<file path="src/core/timer_regs_regs.vh">
// Register map, field positions and reset values of the standard timer.
// Assumes byte-wide registers, each in the low lane of one 32-bit word.
`ifndef TIMER_REGS_REGS_VH
`define TIMER_REGS_REGS_VH

// ==========================================
// Byte offsets
`define OFS_CONTROL_0        8'h00
`define OFS_TIMER_CONTROL_1  8'h04
`define OFS_COUNTER_LOW      8'h08
`define OFS_COUNTER_HIGH     8'h0C
`define OFS_COMPARE_A_LOW    8'h10
`define OFS_COMPARE_A_HIGH   8'h14
`define OFS_PERIOD_COMPARE   8'h18
`define OFS_FLAGS            8'h1C

// ==========================================
// Control 0 fields
`define C0_PAUSE_BIT   7
`define C0_CLKSEL_HI   6
`define C0_CLKSEL_LO   4
`define C0_ENABLE_BIT  3
`define C0_WRITE_MASK  8'hF8

// ==========================================
// Timer control 1 fields
`define C1_MODE_HI     7
`define C1_MODE_LO     6
`define C1_PINFN_HI    5
`define C1_PINFN_LO    4
`define C1_OC_BIT      3
`define C1_POL_BIT     2
`define C1_DPX_BIT     1
`define C1_CCLR_BIT    0

// ==========================================
// Flag register fields
`define FLAG_A_BIT     0
`define FLAG_P_BIT     1

// ==========================================
// Modes and pin functions
`define MODE_COMPARE   2'h0
`define MODE_PWM       2'h2
`define MODE_TIMER     2'h3
`define PIN_NONE       2'h0
`define PIN_LOW        2'h1
`define PIN_HIGH       2'h2
`define PIN_TOGGLE     2'h3

// ==========================================
// Reset values
`define RST_BYTE       8'h00
`define RST_COUNT      16'h0000

// ==========================================
// Prescaler terminal counts
`define DIV4_LAST      6'h03
`define DIV16_LAST     6'h0F
`define DIV64_LAST     6'h3F

// ==========================================
// Bus responses
`define RESP_OKAY      2'h0
`define RESP_SLVERR    2'h2

`endif

</file>
<file path="src/core/standard_timer.v">
// 16-bit standard timer with comparators A and P, AXI4-Lite registers.
// Assumes all inputs synchronous to clk; sub_clock_tick is a one-cycle
// pulse from a slower clock divider elsewhere in the chip.
//
// Contract
// Counter readable as two zero-reset bytes
// Compare A: two RW bytes, full compare
// Compare P byte matches counter high byte
// P period P*256, zero means 65536
// Mode 00 is compare-match output mode
// Clear-select low: clear on P, both flags
// Clear-select high: clear on A, A flag
// Software must not set A to zero
// A zero: overflow at FFFF, no A flag
// Pin changes only on A match
// Pin function picks high, low, toggle
// Enable rise loads pin initial level
// Mode 11 like compare, pin unused
// Software selects PWM with 10/10
// PWM: swap bit picks period, duty
// PWM sets flags on each match
// Swap zero: period P*256, duty A
// Swap one: period A, duty P*256
// Duty at or above period: 100%
// PWM polarity, forced levels, inversion
// Enable rise clears counter; off holds
// Pin codes: none, low, high, toggle
// Counter steps once per selected tick
// Flags sticky until software clears

`timescale 1ns/100ps

`include "timer_regs_regs.vh"

module standard_timer (
   input wire clk,
   input wire rst,
   input wire [7:0] s_axi_awaddr,
   input wire s_axi_awvalid,
   output wire s_axi_awready,
   input wire [31:0] s_axi_wdata,
   input wire [3:0] s_axi_wstrb,
   input wire s_axi_wvalid,
   output wire s_axi_wready,
   output reg [1:0] s_axi_bresp,
   output reg s_axi_bvalid,
   input wire s_axi_bready,
   input wire [7:0] s_axi_araddr,
   input wire s_axi_arvalid,
   output wire s_axi_arready,
   output reg [31:0] s_axi_rdata,
   output reg [1:0] s_axi_rresp,
   output reg s_axi_rvalid,
   input wire s_axi_rready,
   input wire sub_clock_tick,
   input wire timer_clock_pin,
   output reg timer_output_pin,
   output reg timer_output_pin_oe,
   output reg a_match_flag,
   output reg p_match_flag
);

// ==========================================
// Register state
reg [7:0] control_0_reg;
reg [7:0] timer_control_1_reg;
reg [7:0] compare_a_low_reg;
reg [7:0] compare_a_high_reg;
reg [7:0] period_compare_reg;
reg [15:0] count_reg;
reg enable_prev_reg;
reg pin_level_reg;
reg [5:0] prescale_reg;
reg ext_pin_prev_reg;

wire [1:0] mode_field = timer_control_1_reg[`C1_MODE_HI:`C1_MODE_LO];
wire [1:0] pin_function_field = timer_control_1_reg[`C1_PINFN_HI:`C1_PINFN_LO];
wire output_control_bit = timer_control_1_reg[`C1_OC_BIT];
wire polarity_invert_bit = timer_control_1_reg[`C1_POL_BIT];
wire duty_period_swap_bit = timer_control_1_reg[`C1_DPX_BIT];
wire clear_select_bit = timer_control_1_reg[`C1_CCLR_BIT];
wire timer_enable_bit = control_0_reg[`C0_ENABLE_BIT];
wire pause_bit = control_0_reg[`C0_PAUSE_BIT];
wire [2:0] clock_select = control_0_reg[`C0_CLKSEL_HI:`C0_CLKSEL_LO];
wire [15:0] compare_a_value = {compare_a_high_reg, compare_a_low_reg};
wire [7:0] compare_p_value = period_compare_reg;

// ==========================================
// AXI4-Lite write channel
reg aw_held_reg;
reg w_held_reg;
reg [7:0] aw_addr_reg;
reg [7:0] w_data_reg;
reg w_lane_reg;

assign s_axi_awready = !aw_held_reg && !s_axi_bvalid;
assign s_axi_wready = !w_held_reg && !s_axi_bvalid;

wire do_write = aw_held_reg && w_held_reg && !s_axi_bvalid;
wire wr_hit = do_write && w_lane_reg;

always @(posedge clk) begin
   if (rst) begin
      aw_held_reg <= 1'b0;
      w_held_reg <= 1'b0;
      aw_addr_reg <= 8'h00;
      w_data_reg <= 8'h00;
      w_lane_reg <= 1'b0;
      s_axi_bvalid <= 1'b0;
      s_axi_bresp <= `RESP_OKAY;
   end else begin
      if (s_axi_awvalid && s_axi_awready) begin
         aw_held_reg <= 1'b1;
         aw_addr_reg <= s_axi_awaddr;
      end
      if (s_axi_wvalid && s_axi_wready) begin
         w_held_reg <= 1'b1;
         w_data_reg <= s_axi_wdata[7:0];
         w_lane_reg <= s_axi_wstrb[0];
      end
      if (do_write) begin
         aw_held_reg <= 1'b0;
         w_held_reg <= 1'b0;
         s_axi_bvalid <= 1'b1;
         s_axi_bresp <= addr_mapped(aw_addr_reg) ? `RESP_OKAY : `RESP_SLVERR;
      end else if (s_axi_bvalid && s_axi_bready) begin
         s_axi_bvalid <= 1'b0;
      end
   end
end

function addr_mapped;
   input [7:0] a;
   begin
      addr_mapped = (a[1:0] == 2'h0) && (a <= `OFS_FLAGS);
   end
endfunction

// ==========================================
// AXI4-Lite read channel
assign s_axi_arready = !s_axi_rvalid;
// Counter bytes are read one at a time, so a carry between two reads is visible

reg [7:0] read_byte;
always @* begin
   case (s_axi_araddr)
      `OFS_CONTROL_0: read_byte = control_0_reg;
      `OFS_TIMER_CONTROL_1: read_byte = timer_control_1_reg;
      // Live counter bytes
      `OFS_COUNTER_LOW: read_byte = count_reg[7:0];
      `OFS_COUNTER_HIGH: read_byte = count_reg[15:8];
      `OFS_COMPARE_A_LOW: read_byte = compare_a_low_reg;
      `OFS_COMPARE_A_HIGH: read_byte = compare_a_high_reg;
      `OFS_PERIOD_COMPARE: read_byte = period_compare_reg;
      `OFS_FLAGS: read_byte = {6'h00, p_match_flag, a_match_flag};
      default: read_byte = 8'h00;
   endcase
end

always @(posedge clk) begin
   if (rst) begin
      s_axi_rvalid <= 1'b0;
      s_axi_rdata <= 32'h00000000;
      s_axi_rresp <= `RESP_OKAY;
   end else if (s_axi_arvalid && s_axi_arready) begin
      s_axi_rvalid <= 1'b1;
      s_axi_rdata <= {24'h000000, read_byte};
      s_axi_rresp <= addr_mapped(s_axi_araddr) ? `RESP_OKAY : `RESP_SLVERR;
   end else if (s_axi_rvalid && s_axi_rready) begin
      s_axi_rvalid <= 1'b0;
   end
end

// ==========================================
// Register writes
wire flag_write = wr_hit && (aw_addr_reg == `OFS_FLAGS);
wire clr_a = flag_write && w_data_reg[`FLAG_A_BIT];
wire clr_p = flag_write && w_data_reg[`FLAG_P_BIT];

always @(posedge clk) begin
   if (rst) begin
      control_0_reg <= `RST_BYTE;
      timer_control_1_reg <= `RST_BYTE;
      // Compare A bytes reset to zero
      compare_a_low_reg <= `RST_BYTE;
      compare_a_high_reg <= `RST_BYTE;
      // Compare P byte reset to zero
      period_compare_reg <= `RST_BYTE;
   end else if (wr_hit) begin
      case (aw_addr_reg)
         `OFS_CONTROL_0: control_0_reg <= w_data_reg & `C0_WRITE_MASK;
         `OFS_TIMER_CONTROL_1: timer_control_1_reg <= w_data_reg;
         `OFS_COMPARE_A_LOW: compare_a_low_reg <= w_data_reg;
         `OFS_COMPARE_A_HIGH: compare_a_high_reg <= w_data_reg;
         `OFS_PERIOD_COMPARE: period_compare_reg <= w_data_reg;
         default: ;
      endcase
   end
end

// ==========================================
// Counter clock selection
// External pin edges are sampled, so a pin faster than clk/2 is lost; sub ticks count directly.
always @(posedge clk) begin
   if (rst) begin
      prescale_reg <= 6'h00;
      ext_pin_prev_reg <= 1'b0;
   end else begin
      prescale_reg <= prescale_reg + 6'h01;
      ext_pin_prev_reg <= timer_clock_pin;
   end
end

reg count_tick;
always @* begin
   case (clock_select)
      3'h0: count_tick = ({4'h0, prescale_reg[1:0]} == `DIV4_LAST);
      3'h1: count_tick = 1'b1;
      3'h2: count_tick = ({2'h0, prescale_reg[3:0]} == `DIV16_LAST);
      3'h3: count_tick = (prescale_reg == `DIV64_LAST);
      3'h4: count_tick = sub_clock_tick;
      3'h5: count_tick = sub_clock_tick;
      3'h6: count_tick = timer_clock_pin && !ext_pin_prev_reg;
      default: count_tick = !timer_clock_pin && ext_pin_prev_reg;
   endcase
end

// ==========================================
// Comparators
wire enable_rise = timer_enable_bit && !enable_prev_reg;
// One step per selected tick
wire step = timer_enable_bit && !enable_rise && !pause_bit && count_tick;
wire [15:0] count_inc = count_reg + 16'h0001;
// Full 16-bit compare; A of zero never matches
reg a_hit;
always @* begin
   a_hit = 1'b0;
   if (step && (compare_a_value != 16'h0000)) begin
      a_hit = (count_inc == compare_a_value);
   end
end
// P matches the high byte; zero means overflow
reg p_hit;
always @* begin
   if (compare_p_value == 8'h00) begin
      // A zero byte can never be reached, so the last count stands in
      p_hit = step && (count_reg == 16'hFFFF);
   end else begin
      p_hit = step && (count_inc == {compare_p_value, 8'h00});
   end
end
wire is_pwm = (mode_field == `MODE_PWM);

reg clear_on;
reg set_a;
reg set_p;
always @* begin
   if (is_pwm) begin
      // Swap bit picks the clearing comparator
      clear_on = duty_period_swap_bit ? a_hit : p_hit;
      // Both flags in PWM
      set_a = a_hit;
      set_p = p_hit;
   end else if (clear_select_bit) begin
      // Clear on A, P flag never set
      clear_on = a_hit;
      set_a = a_hit;
      set_p = 1'b0;
   end else begin
      // Clear on P or overflow
      clear_on = p_hit;
      set_a = a_hit;
      set_p = p_hit;
   end
end

// ==========================================
// Counter
always @(posedge clk) begin
   if (rst) begin
      count_reg <= `RST_COUNT;
      enable_prev_reg <= 1'b0;
   end else begin
      enable_prev_reg <= timer_enable_bit;
      // Enable rise restarts from zero
      if (enable_rise) begin
         count_reg <= `RST_COUNT;
      end else if (step) begin
         // Clear by match or overflow
         count_reg <= clear_on ? `RST_COUNT : count_inc;
      end
   end
end

// ==========================================
// Match flags
// Set beats a clear written in the same cycle.
always @(posedge clk) begin
   if (rst) begin
      a_match_flag <= 1'b0;
      p_match_flag <= 1'b0;
   end else begin
      // Sticky until written with one
      a_match_flag <= (a_match_flag && !clr_a) || set_a;
      p_match_flag <= (p_match_flag && !clr_p) || set_p;
   end
end

// ==========================================
// Compare-match pin level
always @(posedge clk) begin
   if (rst) begin
      pin_level_reg <= 1'b0;
   end else if (enable_rise) begin
      // Initial level on enable rise
      pin_level_reg <= output_control_bit;
   end else if (set_a && !is_pwm) begin
      // Only an A match moves the pin
      case (pin_function_field)
         `PIN_LOW: pin_level_reg <= 1'b0;
         `PIN_HIGH: pin_level_reg <= 1'b1;
         `PIN_TOGGLE: pin_level_reg <= !pin_level_reg;
         default: pin_level_reg <= pin_level_reg;
      endcase
   end
end

// ==========================================
// PWM waveform
// Duty source follows the swap bit
// Duty at or past period stays active
wire duty_a_active = (count_reg < compare_a_value);
wire duty_p_active = (compare_p_value == 8'h00) || (count_reg[15:8] < compare_p_value);
reg pwm_active;
always @* begin
   if (duty_period_swap_bit) begin
      pwm_active = duty_p_active;
   end else begin
      pwm_active = duty_a_active;
   end
end

reg pwm_level;
always @* begin
   // Active level from output control, fixed forcing
   case (pin_function_field)
      `PIN_NONE: pwm_level = !output_control_bit;
      `PIN_LOW: pwm_level = output_control_bit;
      default: pwm_level = pwm_active ? output_control_bit : !output_control_bit;
   endcase
end

// ==========================================
// Output pin
reg pin_drive_next;
always @* begin
   // Compare modes show the latched level, PWM the live waveform
   if (is_pwm) begin
      pin_drive_next = pwm_level;
   end else begin
      pin_drive_next = pin_level_reg;
   end
end

always @(posedge clk) begin
   if (rst) begin
      timer_output_pin <= 1'b0;
      timer_output_pin_oe <= 1'b0;
   end else begin
      // Timer/counter mode releases the pin
      timer_output_pin_oe <= (mode_field != `MODE_TIMER);
      // Polarity bit inverts the final level
      timer_output_pin <= pin_drive_next ^ polarity_invert_bit;
   end
end

endmodule

</file>
<file path="config.mk">
export PLATFORM = sky130hd
export DESIGN_NAME = standard_timer
export DESIGN_NICKNAME = d
export VERILOG_FILES = /design/src/core/standard_timer.v
export VERILOG_INCLUDE_DIRS = /design/src /design/src/core
export SDC_FILE = /design/constraint.sdc
export NUM_CORES = 1
export LEC_CHECK = 0
export ABC_AREA = 1
export BUFFER_PORTS_ARGS = -buffer_cell sky130_fd_sc_hd__clkbuf_2
export CORE_AREA = 5 5 112 114
export CTS_BUF_LIST = sky130_fd_sc_hd__clkbuf_8
export CTS_CLUSTER_SIZE = 30
export DETAILED_ROUTE_END_ITERATION = 8
export DIE_AREA = 0 0 117 119
export PLACE_DENSITY_LB_ADDON = 0.1
export SYNTH_ARGS = -nofsm -noshare
export SYNTH_HDL_FRONTEND = slang
export SYNTH_SLANG_ARGS = --single-unit
</file>
<file path="constraint.sdc">
create_clock -name clk -period 2.28 [get_ports clk]
set_clock_uncertainty 0.2 [all_clocks]
set_input_delay 0 -clock clk [delete_from_list [all_inputs] [get_ports clk]]
set_output_delay 0 -clock clk [all_outputs]
set_load 0.02 [all_outputs]
</file>
Word-level counts from Yosys, hierarchy flattened
Index checks and enable logic that the tools add are counted.
- register bits after elaboration: 99
- logic and storage cells: 148
- add/subtract/negate cells: 2
- $lt $le $gt $ge: 4
- equal/unequal tests: 29
- mux-type cells: 23
- bitwise gates (word level): 1
- reduce and logical (&&, ||, !) cells: 65
- operators with widths (operator ; number):
    $eq A8 B5 Y1 const B ; 8
    $pmux W8 S8 ; 1
    $eq A16 B16 Y1 ; 2
    $logic_and A1 B1 Y1 ; 27
    $logic_not A8 Y1 ; 3
    $add A16 B1 Y16 const B ; 1
    $eq A16 B16 Y1 const B ; 1
    $eq A8 B3 Y1 const B ; 2
    $eq A8 B4 Y1 const B ; 2
    $le A8 B5 Y1 const B ; 2
    $lt A16 B16 Y1 ; 1
    $mux W1 ; 16
    $mux W16 ; 1
    $reduce_bool A16 Y1 ; 1
    $logic_not A1 Y1 ; 14
    $reduce_and A2 Y1 ; 6
    $eq A3 B3 Y1 const B ; 3
    $eq A2 B2 Y1 const B ; 4
    $lt A8 B8 Y1 ; 1
    $add A6 B1 Y6 const B ; 1
    $eq A3 B2 Y1 const B ; 2
    $eq A6 B6 Y1 const B ; 1
    $logic_not A2 Y1 ; 3
    $pmux W1 S6 ; 1
    13 further kinds ; 20

Depth between registers and ports, before layout
Gate-level depths: netlist (run 1).
- depth in word-level cells: 11
- gate-level depth with buffers: 19
- gate-level depth less buffers: 18

Worst setup path before layout (run 1)
OpenSTA, ideal clock, no wires.
- kind: register to register
- start: reg count_reg[1]
- end: reg count_reg[10]
- arrival time: 1.985 ns
- required time: 1.941 ns
- slack: -0.044 ns
- cell stages (with the launch flop): 16
- clock period less this slack: 2.324 ns
- cells stage by stage: dfxtp_1 -> ha_1 -> nand3_2 -> nor2_4 -> nand3_1 -> nand2_2 -> nand2_2 -> nand2_1 -> nand2_1 -> nor3_2 -> nand3_2 -> nand2_2 -> nand2_4 -> buf_8 -> nand2_2 -> a21oi_2
- cells in the longest elaborated chain, start to end: 7
- elaborated cells between the ends (all ways): 12
- ends and longest elaborated chain (item ; line ; source):
    start, declared ; standard_timer.v:70 ; reg [15:0] count_reg;
    start signal, assigned ; standard_timer.v:281 ; count_reg <= `RST_COUNT;
    start signal, assigned ; standard_timer.v:287 ; count_reg <= `RST_COUNT;
    start signal, assigned ; standard_timer.v:290 ; count_reg <= clear_on ? `RST_COUNT : count_inc;
    $add A16 B1 Y16 ; standard_timer.v:233 ; wire [15:0] count_inc = count_reg + 16'h0001;
    $eq A16 B16 Y1 ; standard_timer.v:249 ; p_hit = step && (count_inc == {compare_p_value, 8'h00});
    $logic_and A1 B1 Y1 ; standard_timer.v:249 ;
    $mux W1 ; standard_timer.v:245 ; if (compare_p_value == 8'h00) begin
    $mux W1, on equally long branches ; standard_timer.v:264, standard_timer.v:260 ;
    $mux W1 ; standard_timer.v:258 ; if (is_pwm) begin
    $mux W16 * ; standard_timer.v:290 ;
Every way passes the cells marked *; elsewhere a longest branch is shown, timed or not.
A chain may end at the register's enable or synchronous reset.

Worst setup path in the final report (run 1)
- start: reg count_reg[1]
- end: reg count_reg[1]
Same word-level chain as after synthesis.

==> results of run 1 <==
-- path summary, 6_finish.rpt --
| check | depth (start not counted) | slack, ns | endpoint |
|---|---|---|---|
| worst max-delay path | 17 | -0.17 | count_reg[1]$_SDFFE_PP0P_ |
| worst min-delay path | 3 | 0.07 | w_data_reg[4]$_SDFFE_PP0P_ |
| worst max register to register | 17 | -0.17 | count_reg[1]$_SDFFE_PP0P_ |
| worst min register to register | 1 | 0.24 | timer_output_pin_oe$_SDFF_PP0_ |
-- per-layer routing --
| layer | routed length, um | part of all wire | GRT usage | up-vias |
|---|---|---|---|---|
| met5 | 0 | 0 | 0 | - |
| met4 | 876 | 0.043 | 0.1348 | 0 |
| met3 | 1693 | 0.083 | 0.05832 | 70 |
| met2 | 9369 | 0.46 | 0.4680 | 327 |
| met1 | 8563 | 0.42 | 0.3831 | 3021 |
| li1 | - | - | - | 3229 |
-- placed cells by master (no fill, tap or decap), types with 10 or more instances in the layout --
cell	n
sky130_fd_sc_hd__buf_4	112
sky130_fd_sc_hd__a21oi_2	15
sky130_fd_sc_hd__nand3_2	10
sky130_fd_sc_hd__nand2_2	35
sky130_fd_sc_hd__ha_1	22
sky130_fd_sc_hd__clkbuf_8	10
sky130_fd_sc_hd__nand2_1	143
sky130_fd_sc_hd__nor3_1	12
sky130_fd_sc_hd__nand4_1	20
sky130_fd_sc_hd__o22ai_1	17
sky130_fd_sc_hd__nand3_1	44
sky130_fd_sc_hd__o21ai_0	67
sky130_fd_sc_hd__inv_1	96
sky130_fd_sc_hd__dfxtp_1	90
sky130_fd_sc_hd__conb_1	26
sky130_fd_sc_hd__clkbuf_2	52
sky130_fd_sc_hd__dlygate4sd3_1	37
sky130_fd_sc_hd__a21oi_1	86
sky130_fd_sc_hd__nor2_1	76
-- power groups by stage --
stage          clock network [mW]  registers (mW)  logic, mW
2_1_floorplan                   0            1.81      0.220
6_report                     1.09            1.78      0.354
5_1_grt                      1.16            1.79      0.393
4_1_cts                      1.10            1.78      0.331
3_5_place_dp                    0            1.82      0.275
3_3_place_gp                    0            1.82      0.269
-- through the flow --
stage               TNS, ns  area (um2)
finish               -2.556        7856
global route         -5.492        7856
CTS                  -2.093        7685
detailed placement   -4.060        6930
global placement     -2.864        6930
floorplan                 0        5958
-- logic make-up after synthesis --
kind of cell,synth area share
buf+inv,0.1164
flops,0.3313
fa+ha+maj,0.05337
simple gates,0.2942
compound gates,0.2041
other cells,0.0006399
-- repair_timing --
item,CTS,global route
gates resized for setup,47,35
setup buffers,4,5
hold endpoints to repair,38,0
setup endpoints to repair,20,28
pin swaps,28,32
hold buffers,37,0
gates cloned,1,0
-- area by class of cell --
| cell class | count | area [um2] |
|---|---|---|
| sequential | 97 | 1958 |
| timing repair buffer | 207 | 1548 |
| clock inverter | 6 | 40.04 |
| clock buffer | 10 | 137.6 |
| fill | 958 | 3465 |
| multi-input combinational | 643 | 3613 |
| inverter | 100 | 380.4 |
| tap | 143 | 178.9 |
-- worst reg2reg max path, stage by stage, from the launching register on --
cell and delay [ns]:
sky130_fd_sc_hd__dfxtp_4 0.38, sky130_fd_sc_hd__buf_6 0.12, sky130_fd_sc_hd__nand2_4 0.05, sky130_fd_sc_hd__nor2_4 0.23
sky130_fd_sc_hd__buf_6 0.14, sky130_fd_sc_hd__nand3_2 0.07, sky130_fd_sc_hd__nand2_2 0.10, sky130_fd_sc_hd__nand2_2 0.09
sky130_fd_sc_hd__nand2_1 0.08, sky130_fd_sc_hd__nand2_2 0.09, sky130_fd_sc_hd__nor2_4 0.13, sky130_fd_sc_hd__inv_2 0.04
sky130_fd_sc_hd__nor2_2 0.11, sky130_fd_sc_hd__nand3_2 0.11, sky130_fd_sc_hd__nand2_4 0.15, sky130_fd_sc_hd__nand2_8 0.10
sky130_fd_sc_hd__nand2_2 0.08, sky130_fd_sc_hd__a21oi_1 0.06
==> metrics.log, run 1 <==
INFO  metric outcome = finished, violations left
INFO  metric failed_checks = negative setup slack
INFO  metric syn-cell-area = 5861 um2
INFO  metric final_cell_count_no_fill = 1206
INFO  metric regToRegStartpoint = count_reg[1]$_SDFFE_PP0P_
INFO  metric hold_class = input pin to register
INFO  metric cts_tree = built
INFO  metric clock_tree.buffer_depth = 2
INFO  metric die_extent_in_y = 119 um
INFO  metric initial_utilization = 0.5177
INFO  metric final_layout_size_suffix_gt1_frac = 0.2803
INFO  metric synth_cells = 859
INFO  metric routed_wirelength = 20500 um
INFO  metric floorplan.rows = 39
INFO  metric worstPathMaxFanout = 8
INFO  metric clock_tree.htree_level_count = 3
INFO  metric synthDominantAreaCellType = sky130_fd_sc_hd__dfxtp_1
INFO  metric power_switching = 923.1 uW
INFO  metric power-per-cell-area = 410.8 nW/um2
INFO  metric critical_path.startpoint_type = register
INFO  metric timing.critical_path.slowest_cell_delay = 0.38 ns
INFO  metric p_int = 2.304 mW
INFO  metric worstPathRequired = 2.34 ns
INFO  metric boundaryPins = 106
INFO  metric cp_num_buf_inv = 3
INFO  metric post-synth-top-count-cell = sky130_fd_sc_hd__nand2_1
INFO  metric postSynth.topFlopCell = sky130_fd_sc_hd__dfxtp_1
INFO  metric yosys_register_bits = 97
INFO  metric detailed_place_hpwl = 15390 um
INFO  metric antenna_violating_nets_post_route = 0
INFO  metric maxCapViolations = 0
INFO  metric place_worst_setup_slack = -0.2767 ns
INFO  metric worst_slew_pin_slew = 0.5338 ns
INFO  metric final_period_minus_worst_setup_slack = 2.451 ns
INFO  metric largest_cells_by_area_after_synthesis = sky130_fd_sc_hd__dfxtp_1, sky130_fd_sc_hd__nand2_1, sky130_fd_sc_hd__a21oi_1
INFO  metric dr_total_vias = 6647
INFO  metric global_route_total_usage_across_every_layer = 0.2947
INFO  metric critical_path.slowest_cell = sky130_fd_sc_hd__dfxtp_4
INFO  metric core = 11320 um2
INFO  metric comb_power_share = 0.110
INFO  metric antenna_found_initial = 0
INFO  metric areaGrowthSynthToFinish = 34.05%
INFO  metric route.detailed.drc = 0
INFO  metric pwr-share-clk = 0.338
INFO  metric rsz_0062_raised_after_global_routing = yes
INFO  metric clkTransAtPathRegs = 0.10 ns
INFO  metric worstSetupPathType = register to register
INFO  metric largest_register_ffs = 16
INFO  metric hold_path.startpoint = s_axi_wvalid
INFO  metric maximum_number_of_pins_on_one_net_before_global_route_repair = 61
INFO  metric portBuffers = 52
INFO  metric post_route_setup_slack = -0.1711 ns
INFO  metric leakage = 3.348 nW
INFO  metric seq_area_frac_synth = 0.3313
INFO  metric drt-pass1-iter-count = 5
INFO  metric maxClockFrequency = 408.0 MHz
INFO  metric cts_made_buffers = 9
INFO  metric finalSetupViolations = 19
INFO  metric endpoint_arrival_time_on_the_critical_path = 2.52 ns
INFO  metric die_area = 13920 um2
INFO  metric share_of_the_synthesized_area_in_the_top_cell_type = 0.3313
INFO  metric synth-warning-count = 0
INFO  metric vias_in_the_first_global_route = 6261
INFO  metric share_of_flip_flops_with_an_asynchronous_set_or_reset_after_synthesis = 0
INFO  metric gp_routability_congestion = 1.068
INFO  metric finalCoreUtilization = 0.6940
INFO  metric avgViaCountPerCell = 5.512
INFO  metric cts_sinks = 97
INFO  metric finalHoldViolations = 0
INFO  metric avgRoutedWirePerCell = 17.00 um
INFO  metric layout_worst_path_cycle_share = 1.075
INFO  metric cts-root-buf = sky130_fd_sc_hd__clkbuf_8
INFO  metric placed_cells = 1144
INFO  metric fin_worst_hold_slack = 0.06776 ns
INFO  metric grt_pass1_wl = 32010 um
INFO  metric clk-insertion-delay-late = 0.38 ns
INFO  metric timing.max_slew.rel_slack = 0.6404
INFO  metric switching_share = 0.2860
INFO  metric avgSynthCellArea = 6.823 um2
INFO  metric antenna-diode-count = 0
INFO  metric vdd_drop_max = 0.0003625 V
INFO  metric cell_chain_critical_path = buf_6 -> nand2_4 -> nor2_4 -> buf_6 -> nand3_2 -> nand2_2 -> nand2_2 -> nand2_1 -> nand2_2 -> nor2_4 -> inv_2 -> nor2_2 -> nand3_2 -> nand2_4 -> nand2_8 -> nand2_2 -> a21oi_1
INFO  metric critical_path.startpoint = count_reg[1]$_SDFFE_PP0P_
INFO  metric post_synth_num_cell_types = 42
INFO  metric synth_enable_flop_cells = 0
INFO  metric finalPower = 3.227 mW
INFO  metric finalNetCount = 1144
INFO  metric synth.cells.most_frequent = sky130_fd_sc_hd__nand2_1, sky130_fd_sc_hd__dfxtp_1, sky130_fd_sc_hd__inv_1, sky130_fd_sc_hd__a21oi_1, sky130_fd_sc_hd__nor2_1
INFO  metric grt_ovf = 0
INFO  metric timing.final.max_slew_violations = 0
INFO  metric critPathTopFamily = simple AND/OR/NAND/NOR gates
INFO  metric first_iter_violations = 466
INFO  metric die_width = 117 um
INFO  metric critical_path.endpoint_type = register
INFO  metric pwr-share-seq = 0.553
INFO  metric most_common_cell_on_crit_path = sky130_fd_sc_hd__nand2_2
Power figures use the tool's default switching activity.
==> run 2: changes to the inputs <==
Settings changed: REMOVE_ABC_BUFFERS set to 1.
==> run 2 against run 1 <==
Critical endpoint is now count_reg[3]$_SDFFE_PP0P_. Count of clock-buffer cells in the layout did not move. Worst setup slack got worse by 0.0070 ns. Sequential power barely moved. Global-route usage rose by 1.6 points. First-iteration DRC count rose by 40%. Via count rose by 2.9%. Core utilization rose by 3.0 points. The flow still finishes with violations (negative setup slack). Combinational power rose by 1%. Cell count rose by 1.2%. Largest cell class unchanged. Clock power rose by 10%. Critical path depth fell by 3. Critical path type unchanged.
==> metrics.log, run 2 (synthesis gave the netlist of run 1 again) <==
INFO  metric outcome = finished, violations left
INFO  metric failed_checks = negative setup slack
INFO  metric place_worst_setup_slack = -0.3125 ns (-0.03583 ns)
INFO  metric fin_worst_hold_slack = 0.05656 ns (-0.01120 ns)
INFO  metric clock_tree.buffer_depth = 2 (unchanged)
INFO  metric num-fill-cells = 964 (+0.63%)
INFO  metric avgRoutedWirePerCell = 17.72 um (+4.3%)
INFO  metric boundaryPins = 106 (unchanged)
INFO  metric clk-insertion-delay-late = 0.39 ns (about the same)
INFO  metric avgViaCountPerCell = 5.603 (+1.7%)
INFO  metric floorplan.rows = 39 (unchanged)
INFO  metric initial_utilization = 0.5177 (unchanged)
INFO  metric area.sequential = 1977 um2 (+0.96%)
INFO  metric cts_tree = built
INFO  metric timing.max_slew.rel_slack = 0.5380 (-0.1024)
INFO  metric maxCapViolations = 0 (unchanged)
INFO  metric highest_count_cells_in_the_layout_ignoring_fill_and_taps = sky130_fd_sc_hd__nand2_1, sky130_fd_sc_hd__buf_4, sky130_fd_sc_hd__inv_1
INFO  metric route.detailed.drc = 0 (unchanged)
INFO  metric final_period_minus_worst_setup_slack = 2.458 ns (+0.007012 ns)
INFO  metric die_area = 13920 um2 (unchanged)
INFO  metric worstPathMaxFanout = 8 (unchanged)
INFO  metric worstSetupPathType = register to register
INFO  metric leakage = 3.483 nW (+4.0%)
INFO  metric dr_total_vias = 6841 (+2.9%)
INFO  metric antenna_violating_nets_post_route = 0 (unchanged)
INFO  metric routed_wirelength = 21640 um (+5.6%)
INFO  metric placement.cell_area = 6984 um2 (+0.78%)
INFO  metric clkTransAtPathRegs = 0.10 ns (about the same)
INFO  metric grt_use_met1 = 0.3906 (+0.007577)
INFO  metric grt_pass1_wl = 33870 um (+5.8%)
INFO  metric finalCoreUtilization = 0.7241 (+0.03017)
INFO  metric cts-root-buf = sky130_fd_sc_hd__clkbuf_8
INFO  metric critical_path.startpoint_type = register
INFO  metric vias_in_the_first_global_route = 6711 (+7.2%)
INFO  metric maxClockFrequency = 406.8 MHz (-0.29%)
INFO  metric critical_path.endpoint_type = register
INFO  metric endpoint_arrival_time_on_the_critical_path = 2.52 ns (about the same)
INFO  metric maximum_number_of_pins_on_one_net_before_global_route_repair = 33 (-46%)
INFO  metric global_route_total_usage_across_every_layer = 0.3109 (+0.01618)
INFO  metric antenna-diode-count = 0 (unchanged)
INFO  metric cell_area_after_layout = 8198 um2 (+4.3%)
INFO  metric layout.cells.most_common = sky130_fd_sc_hd__nand2_1
INFO  metric worstPathRequired = 2.35 ns (about the same)
INFO  metric hold_class = input pin to register
INFO  metric finalNetCount = 1160 (+1.4%)
INFO  metric cts_made_buffers = 9 (unchanged)
INFO  metric grtUsageMet2 = 0.5160 (+0.04801)
INFO  metric grt.met3_usage = 0.04919 (-0.009128)
INFO  metric first_iter_violations = 653 (+40%)
INFO  metric cts_sinks = 97 (unchanged)
INFO  metric grt_busiest_layer = met2
INFO  metric die_width = 117 um (unchanged)
INFO  metric largest_register_ffs = 16 (unchanged)
INFO  metric areaGrowthSynthToFinish = 39.88%
INFO  metric die_extent_in_y = 119 um (unchanged)
INFO  metric cell_chain_critical_path = inv_2 -> buf_6 -> nor2_4 -> nand4_1 -> nand3_1 -> nand2_2 -> nor2_4 -> inv_2 -> nor2_2 -> nand3_2 -> nand2_4 -> nand2_8 -> nand2_4 -> a21oi_2
INFO  metric timing.critical_path.slowest_cell_delay = 0.39 ns (about the same)
INFO  metric post_route_setup_slack = -0.1781 ns (-0.007012 ns)
INFO  metric vdd_drop_max = 0.0005193 V (+43%)
INFO  metric drt-pass1-iter-count = 5 (unchanged)
INFO  metric finalSetupViolations = 20 (+1)
INFO  metric finalHoldViolations = 0 (unchanged)
INFO  metric core = 11320 um2 (unchanged)
INFO  metric clock_tree.htree_level_count = 3 (unchanged)
INFO  metric gp_routability_congestion = 1.054 (-1.3%)
INFO  metric rsz_0062_raised_after_global_routing = yes
INFO  metric worst_slew_pin_slew = 0.6922 ns (+0.1585 ns)
INFO  metric timing.final.max_slew_violations = 0 (unchanged)
INFO  metric portBuffers = 52 (unchanged)
INFO  metric power-per-cell-area = 406.4 nW/um2 (-1.1%)
INFO  metric multi_input_comb_area = 3767 um2 (+4.3%)
INFO  metric detailed_place_hpwl = 16350 um (+6.3%)
INFO  metric final_layout_size_suffix_gt1_frac = 0.3228 (+0.04248)
INFO  metric layout_worst_path_cycle_share = 1.078 (+0.003075)
INFO  metric antenna_found_initial = 0 (unchanged)
INFO  metric critical_path.slowest_cell = sky130_fd_sc_hd__dfxtp_4
INFO  metric grt_ovf = 0 (unchanged)
-- run 2: changes by cell type in the layout (fill, tap and decap cells not counted), sizes merged --
| cell | previous run | this run |
|---|---|---|
| buf | 118 | 134 |
| bufinv | 0 | 1 |
| clkinv | 3 | 2 |
| inv | 102 | 101 |
-- run 2: metrics by stage --
step	power (mW)	TNS, ns	instances
floorplan	1.985	-6.286	839
global placement	2.091	-3.660	1150
detailed placement	2.102	-4.703	1150
CTS	3.335	-1.105	1213
global route	3.461	-4.385	1221
finish	3.331	-2.905	1221
-- run 2: critical path, delay by kind of cell, from the launching register on --
kind                   cells  cell delay, ns
flip-flops                 1            0.39
buffers and inverters      3            0.20
AO/OA/AOI/OAI              1            0.05
AND/OR/NAND/NOR           10            1.48
-- run 2: repair_timing --
item	in CTS	in global routing
buffers inserted	10	8
gates cloned	1	0
gates resized for setup	91	49
endpoints found under the setup margin	20	21
hold buffers	37	0
hold endpoints to repair	39	0
pin swaps	45	35
-- run 2: layer usage --
metal | up-vias | wire length, um
li1 | 3269 | -
met1 | 3179 | 8730
met2 | 323 | 10470
met3 | 70 | 1621
met4 | 0 | 822
met5 | - | 0
-- run 2: final timing paths --
path,start,to,slack (ns),cells past startpoint
worst min register to register,timer_control_1_reg[7]$_SDFFE_PP0P_,timer_output_pin_oe$_SDFF_PP0_,0.24,1
worst min-delay path,rst,s_axi_rvalid$_SDFFE_PP0P_,0.06,3
worst max-delay path,count_reg[0]$_SDFFE_PP0P_,count_reg[3]$_SDFFE_PP0P_,-0.18,14
worst max register to register,count_reg[0]$_SDFFE_PP0P_,count_reg[3]$_SDFFE_PP0P_,-0.18,14
-- run 2: where the power goes --
group          total, mW  switching (mW)  internal (mW)
sequential          1.77          0.0435           1.73
clock               1.20           0.657          0.542
combinational      0.358           0.220          0.137
total               3.33           0.921           2.41
-- run 2: area by class of cell --
type                    count  area share
clock buffers              10     0.01679
flip-flops and latches     97      0.2411
inverters                 100     0.04640
multi-input cells         643      0.4596
clock inverters             5    0.007479
repair buffers            223      0.2068
well taps                 143     0.02183
==> run 3: changes to the inputs <==
Settings changed: CORE_AREA 5 5 112 114 to 5 5 103 105, DIE_AREA 0 0 117 119 to 0 0 108 110, SKIP_LAST_GASP set to 1.
Clock period 2.28 ns to 3.05 ns, I/O delays scaled along.
==> run 3 against run 2 <==
The flow now finishes without violations. Sequential share of layout area up 4.6 points. Global-route usage up 4.1 points. Non-clock buffer count down 124.
==> metrics.log, run 3 (synthesis gave the netlist of run 1 again) <==
INFO  metric die_area = 11880 um2 (-15%)
INFO  metric antenna_violating_nets_post_route = 0 (unchanged)
INFO  metric worstSetupPathType = register to register
INFO  metric die_extent_in_y = 110 um (-7.6%)
INFO  metric antenna-diode-count = 0 (unchanged)
INFO  metric post_cts_resize_count = 0 (-100%)
INFO  metric core = 9549 um2 (-16%)
INFO  metric clock_tree.buffer_depth = 2 (unchanged)
INFO  metric finalCoreUtilization = 0.7083 (-0.01580)
INFO  metric leakage = 2.779 nW (-20%)
INFO  metric drt-pass1-iter-count = 6 (+1)
INFO  metric clkTransAtPathRegs = 0.11 ns (about the same)
INFO  metric largest_register_ffs = 16 (unchanged)
INFO  metric regToRegStartpoint = count_reg[0]$_SDFFE_PP0P_
INFO  metric grt_pass1_wl = 31880 um (-5.9%)
INFO  metric avgRoutedWirePerCell = 19.01 um (+7.3%)
INFO  metric highest_count_cells_in_the_layout_ignoring_fill_and_taps = sky130_fd_sc_hd__nand2_1, sky130_fd_sc_hd__inv_1, sky130_fd_sc_hd__dfxtp_1
INFO  metric worst_slew_pin_slew = 0.6270 ns (-0.06522 ns)
INFO  metric cell_chain_critical_path = ha_1 -> nand3_2 -> nor2_4 -> nand3_1 -> nand2_2 -> nor2_1 -> a21oi_1 -> nand2_1 -> nor2_1 -> nand2_1 -> nand2_1 -> nand2_1 -> nand2_2 -> nand2_4 -> nand2_1 -> a21oi_1
INFO  metric cts_sinks = 97 (unchanged)
INFO  metric floorplan.rows = 36 (-7.7%)
INFO  metric layout_worst_path_cycle_share = 0.9226 (-0.1555)
INFO  metric detailed_place_hpwl = 14300 um (-13%)
INFO  metric final_period_minus_worst_setup_slack = 2.814 ns (+0.3558 ns)
INFO  metric outcome = finished clean
INFO  metric timing.final.max_slew_violations = 0 (unchanged)
INFO  metric finalHoldViolations = 0 (unchanged)
INFO  metric layout.cells.most_common = sky130_fd_sc_hd__nand2_1
INFO  metric finalPower = 2.631 mW (-21%)
INFO  metric initial_utilization = 0.6137 (+0.09605)
INFO  metric final_layout_size_suffix_gt1_frac = 0.1384 (-0.1845)
INFO  metric most_common_cell_on_crit_path = sky130_fd_sc_hd__nand2_1
INFO  metric placement.cell_area = 6128 um2 (-12%)
INFO  metric clock_tree.htree_level_count = 3 (unchanged)
INFO  metric cp_num_buf_inv = 0 (-3)
INFO  metric fin_worst_hold_slack = 0.1528 ns (+0.09622 ns)
INFO  metric critical_path.slowest_cell = sky130_fd_sc_hd__dfxtp_1
INFO  metric die_width = 108 um (-7.7%)
INFO  metric worstPathMaxFanout = 16 (+8)
INFO  metric first_iter_violations = 661 (+1.2%)
INFO  metric cts_post_setup_buffers_inserted = 0 (-10)
INFO  metric clk-insertion-delay-late = 0.39 ns (about the same)
INFO  metric critPathTopFamily = simple AND/OR/NAND/NOR gates
INFO  metric endpoint_arrival_time_on_the_critical_path = 2.90 ns (+0.38 ns)
INFO  metric avgViaCountPerCell = 5.943 (+6.1%)
INFO  metric dr_total_vias = 6460 (-5.6%)
INFO  metric cts_tree = built
INFO  metric power-per-cell-area = 389.0 nW/um2 (-4.3%)
INFO  metric vdd_drop_max = 0.0003744 V (-28%)
INFO  metric hold_class = input pin to register
INFO  metric route.detailed.drc = 0 (unchanged)
INFO  metric cts-root-buf = sky130_fd_sc_hd__clkbuf_8
INFO  metric post_route_setup_slack = 0.2361 ns (+0.4142 ns)
INFO  metric areaGrowthSynthToFinish = 15.41%
INFO  metric gp_routability_congestion = 1.001 (-5.0%)
INFO  metric critical_path.startpoint = count_reg[0]$_SDFFE_PP0P_
INFO  metric place_worst_setup_slack = 0.3028 ns (+0.6154 ns)
INFO  metric global_route_total_usage_across_every_layer = 0.3524 (+0.04149)
INFO  metric finalNetCount = 1035 (-11%)
INFO  metric totalNegativeSetupSlack = 0 ns (+2.905 ns)
INFO  metric maxClockFrequency = 355.4 MHz (-13%)
INFO  metric timing.max_slew.rel_slack = 0.5810 (+0.04298)
INFO  metric rsz_0062_raised_after_global_routing = no
INFO  metric maxCapViolations = 0 (unchanged)
INFO  metric num-fill-cells = 818 (-15%)
INFO  metric hold_buffers = 40 (+8.1%)
INFO  metric cts_made_buffers = 9 (unchanged)
INFO  metric routed_wirelength = 20670 um (-4.5%)
INFO  metric worstPathRequired = 3.13 ns (+0.78 ns)
INFO  metric grt_ovf = 0 (unchanged)
INFO  metric vias_in_the_first_global_route = 6162 (-8.2%)
INFO  metric hold_path.startpoint = s_axi_wvalid
INFO  metric portBuffers = 52 (unchanged)
INFO  metric placed_cells = 1031 (-10%)
INFO  metric antenna_found_initial = 0 (unchanged)
INFO  metric timing.critical_path.slowest_cell_delay = 0.42 ns (+0.03 ns)
INFO  metric boundaryPins = 106 (unchanged)
INFO  metric critical_path.startpoint_type = register
INFO  metric cell_area_after_layout = 6764 um2 (-17%)
INFO  metric maximum_number_of_pins_on_one_net_before_global_route_repair = 30 (-9.1%)
INFO  metric finalSetupViolations = 0 (-100%)
INFO  metric final_cell_count_no_fill = 1087 (-11%)
INFO  metric critical_path.endpoint_type = register
[run 3: cell count changes in the layout (fill, tap and decap cells not counted), moves of 7 or more]
cell                      previous run  this run
sky130_fd_sc_hd__nand3_1            40        52
sky130_fd_sc_hd__nand2_2            38        24
sky130_fd_sc_hd__buf_6               9         0
sky130_fd_sc_hd__buf_4             123         7
sky130_fd_sc_hd__a21oi_1            83        91
sky130_fd_sc_hd__nand2_1           128       160
sky130_fd_sc_hd__a21oi_2            18        10
sky130_fd_sc_hd__nand2_4            19         2
sky130_fd_sc_hd__nand3_2            13         4
sky130_fd_sc_hd__dfxtp_4             7         0
sky130_fd_sc_hd__nor2_1             72        84
sky130_fd_sc_hd__dfxtp_2             7         0
sky130_fd_sc_hd__dfxtp_1            83        97
[run 3: cell type report]
class,count,area [um2],area share
Timing Repair Buffer,99,713.2,0.1054
Multi-Input combinational cell,642,3331,0.4924
Tap cell,133,166.4,0.02460
Clock buffer,10,137.6,0.02035
Clock inverter,6,97.59,0.01443
Sequential cell,97,1942,0.2871
Inverter,100,376.6,0.05568
[run 3: worst paths after layout]
check / endpoint / slack [ns] / depth (start not counted)
hold / removal: w_data_reg[1]$_SDFFE_PP0P_ / 0.15 / 3
hold reg to reg: s_axi_rdata[5]$_SDFFE_PP0P_ / 0.28 / 2
setup reg to reg: count_reg[5]$_SDFFE_PP0P_ / 0.24 / 16
setup / recovery: count_reg[5]$_SDFFE_PP0P_ / 0.24 / 16
[run 3: power breakdown]
part	internal (mW)	switching, mW	leakage, nW	total (mW)
combinational	0.0964	0.174	1.87	0.271
sequential	1.30	0.0378	0.788	1.34
clock	0.498	0.524	0.119	1.02
[run 3: worst reg2reg max path: stages, from the launching register on]
cell                      delay, ns
sky130_fd_sc_hd__dfxtp_1       0.42
sky130_fd_sc_hd__ha_1          0.31
sky130_fd_sc_hd__nand3_2       0.17
sky130_fd_sc_hd__nor2_4        0.19
sky130_fd_sc_hd__nand3_1       0.13
sky130_fd_sc_hd__nand2_2       0.14
sky130_fd_sc_hd__nor2_1        0.06
sky130_fd_sc_hd__a21oi_1       0.19
sky130_fd_sc_hd__nand2_1       0.08
sky130_fd_sc_hd__nor2_1        0.16
sky130_fd_sc_hd__nand2_1       0.07
sky130_fd_sc_hd__nand2_1       0.08
sky130_fd_sc_hd__nand2_1       0.07
sky130_fd_sc_hd__nand2_2       0.07
sky130_fd_sc_hd__nand2_4       0.17
sky130_fd_sc_hd__nand2_1       0.14
sky130_fd_sc_hd__a21oi_1       0.06
[run 3: metal layers]
| metal | global-route usage | vias to the layer above | part of all wire |
|---|---|---|---|
| met2 | 0.6141 | 429 | 0.49 |
| met1 | 0.4176 | 2933 | 0.37 |
| met5 | 0 | - | 0 |
| li1 | - | 3018 | - |
| met3 | 0.07571 | 80 | 0.10 |
| met4 | 0.1587 | 0 | 0.043 |
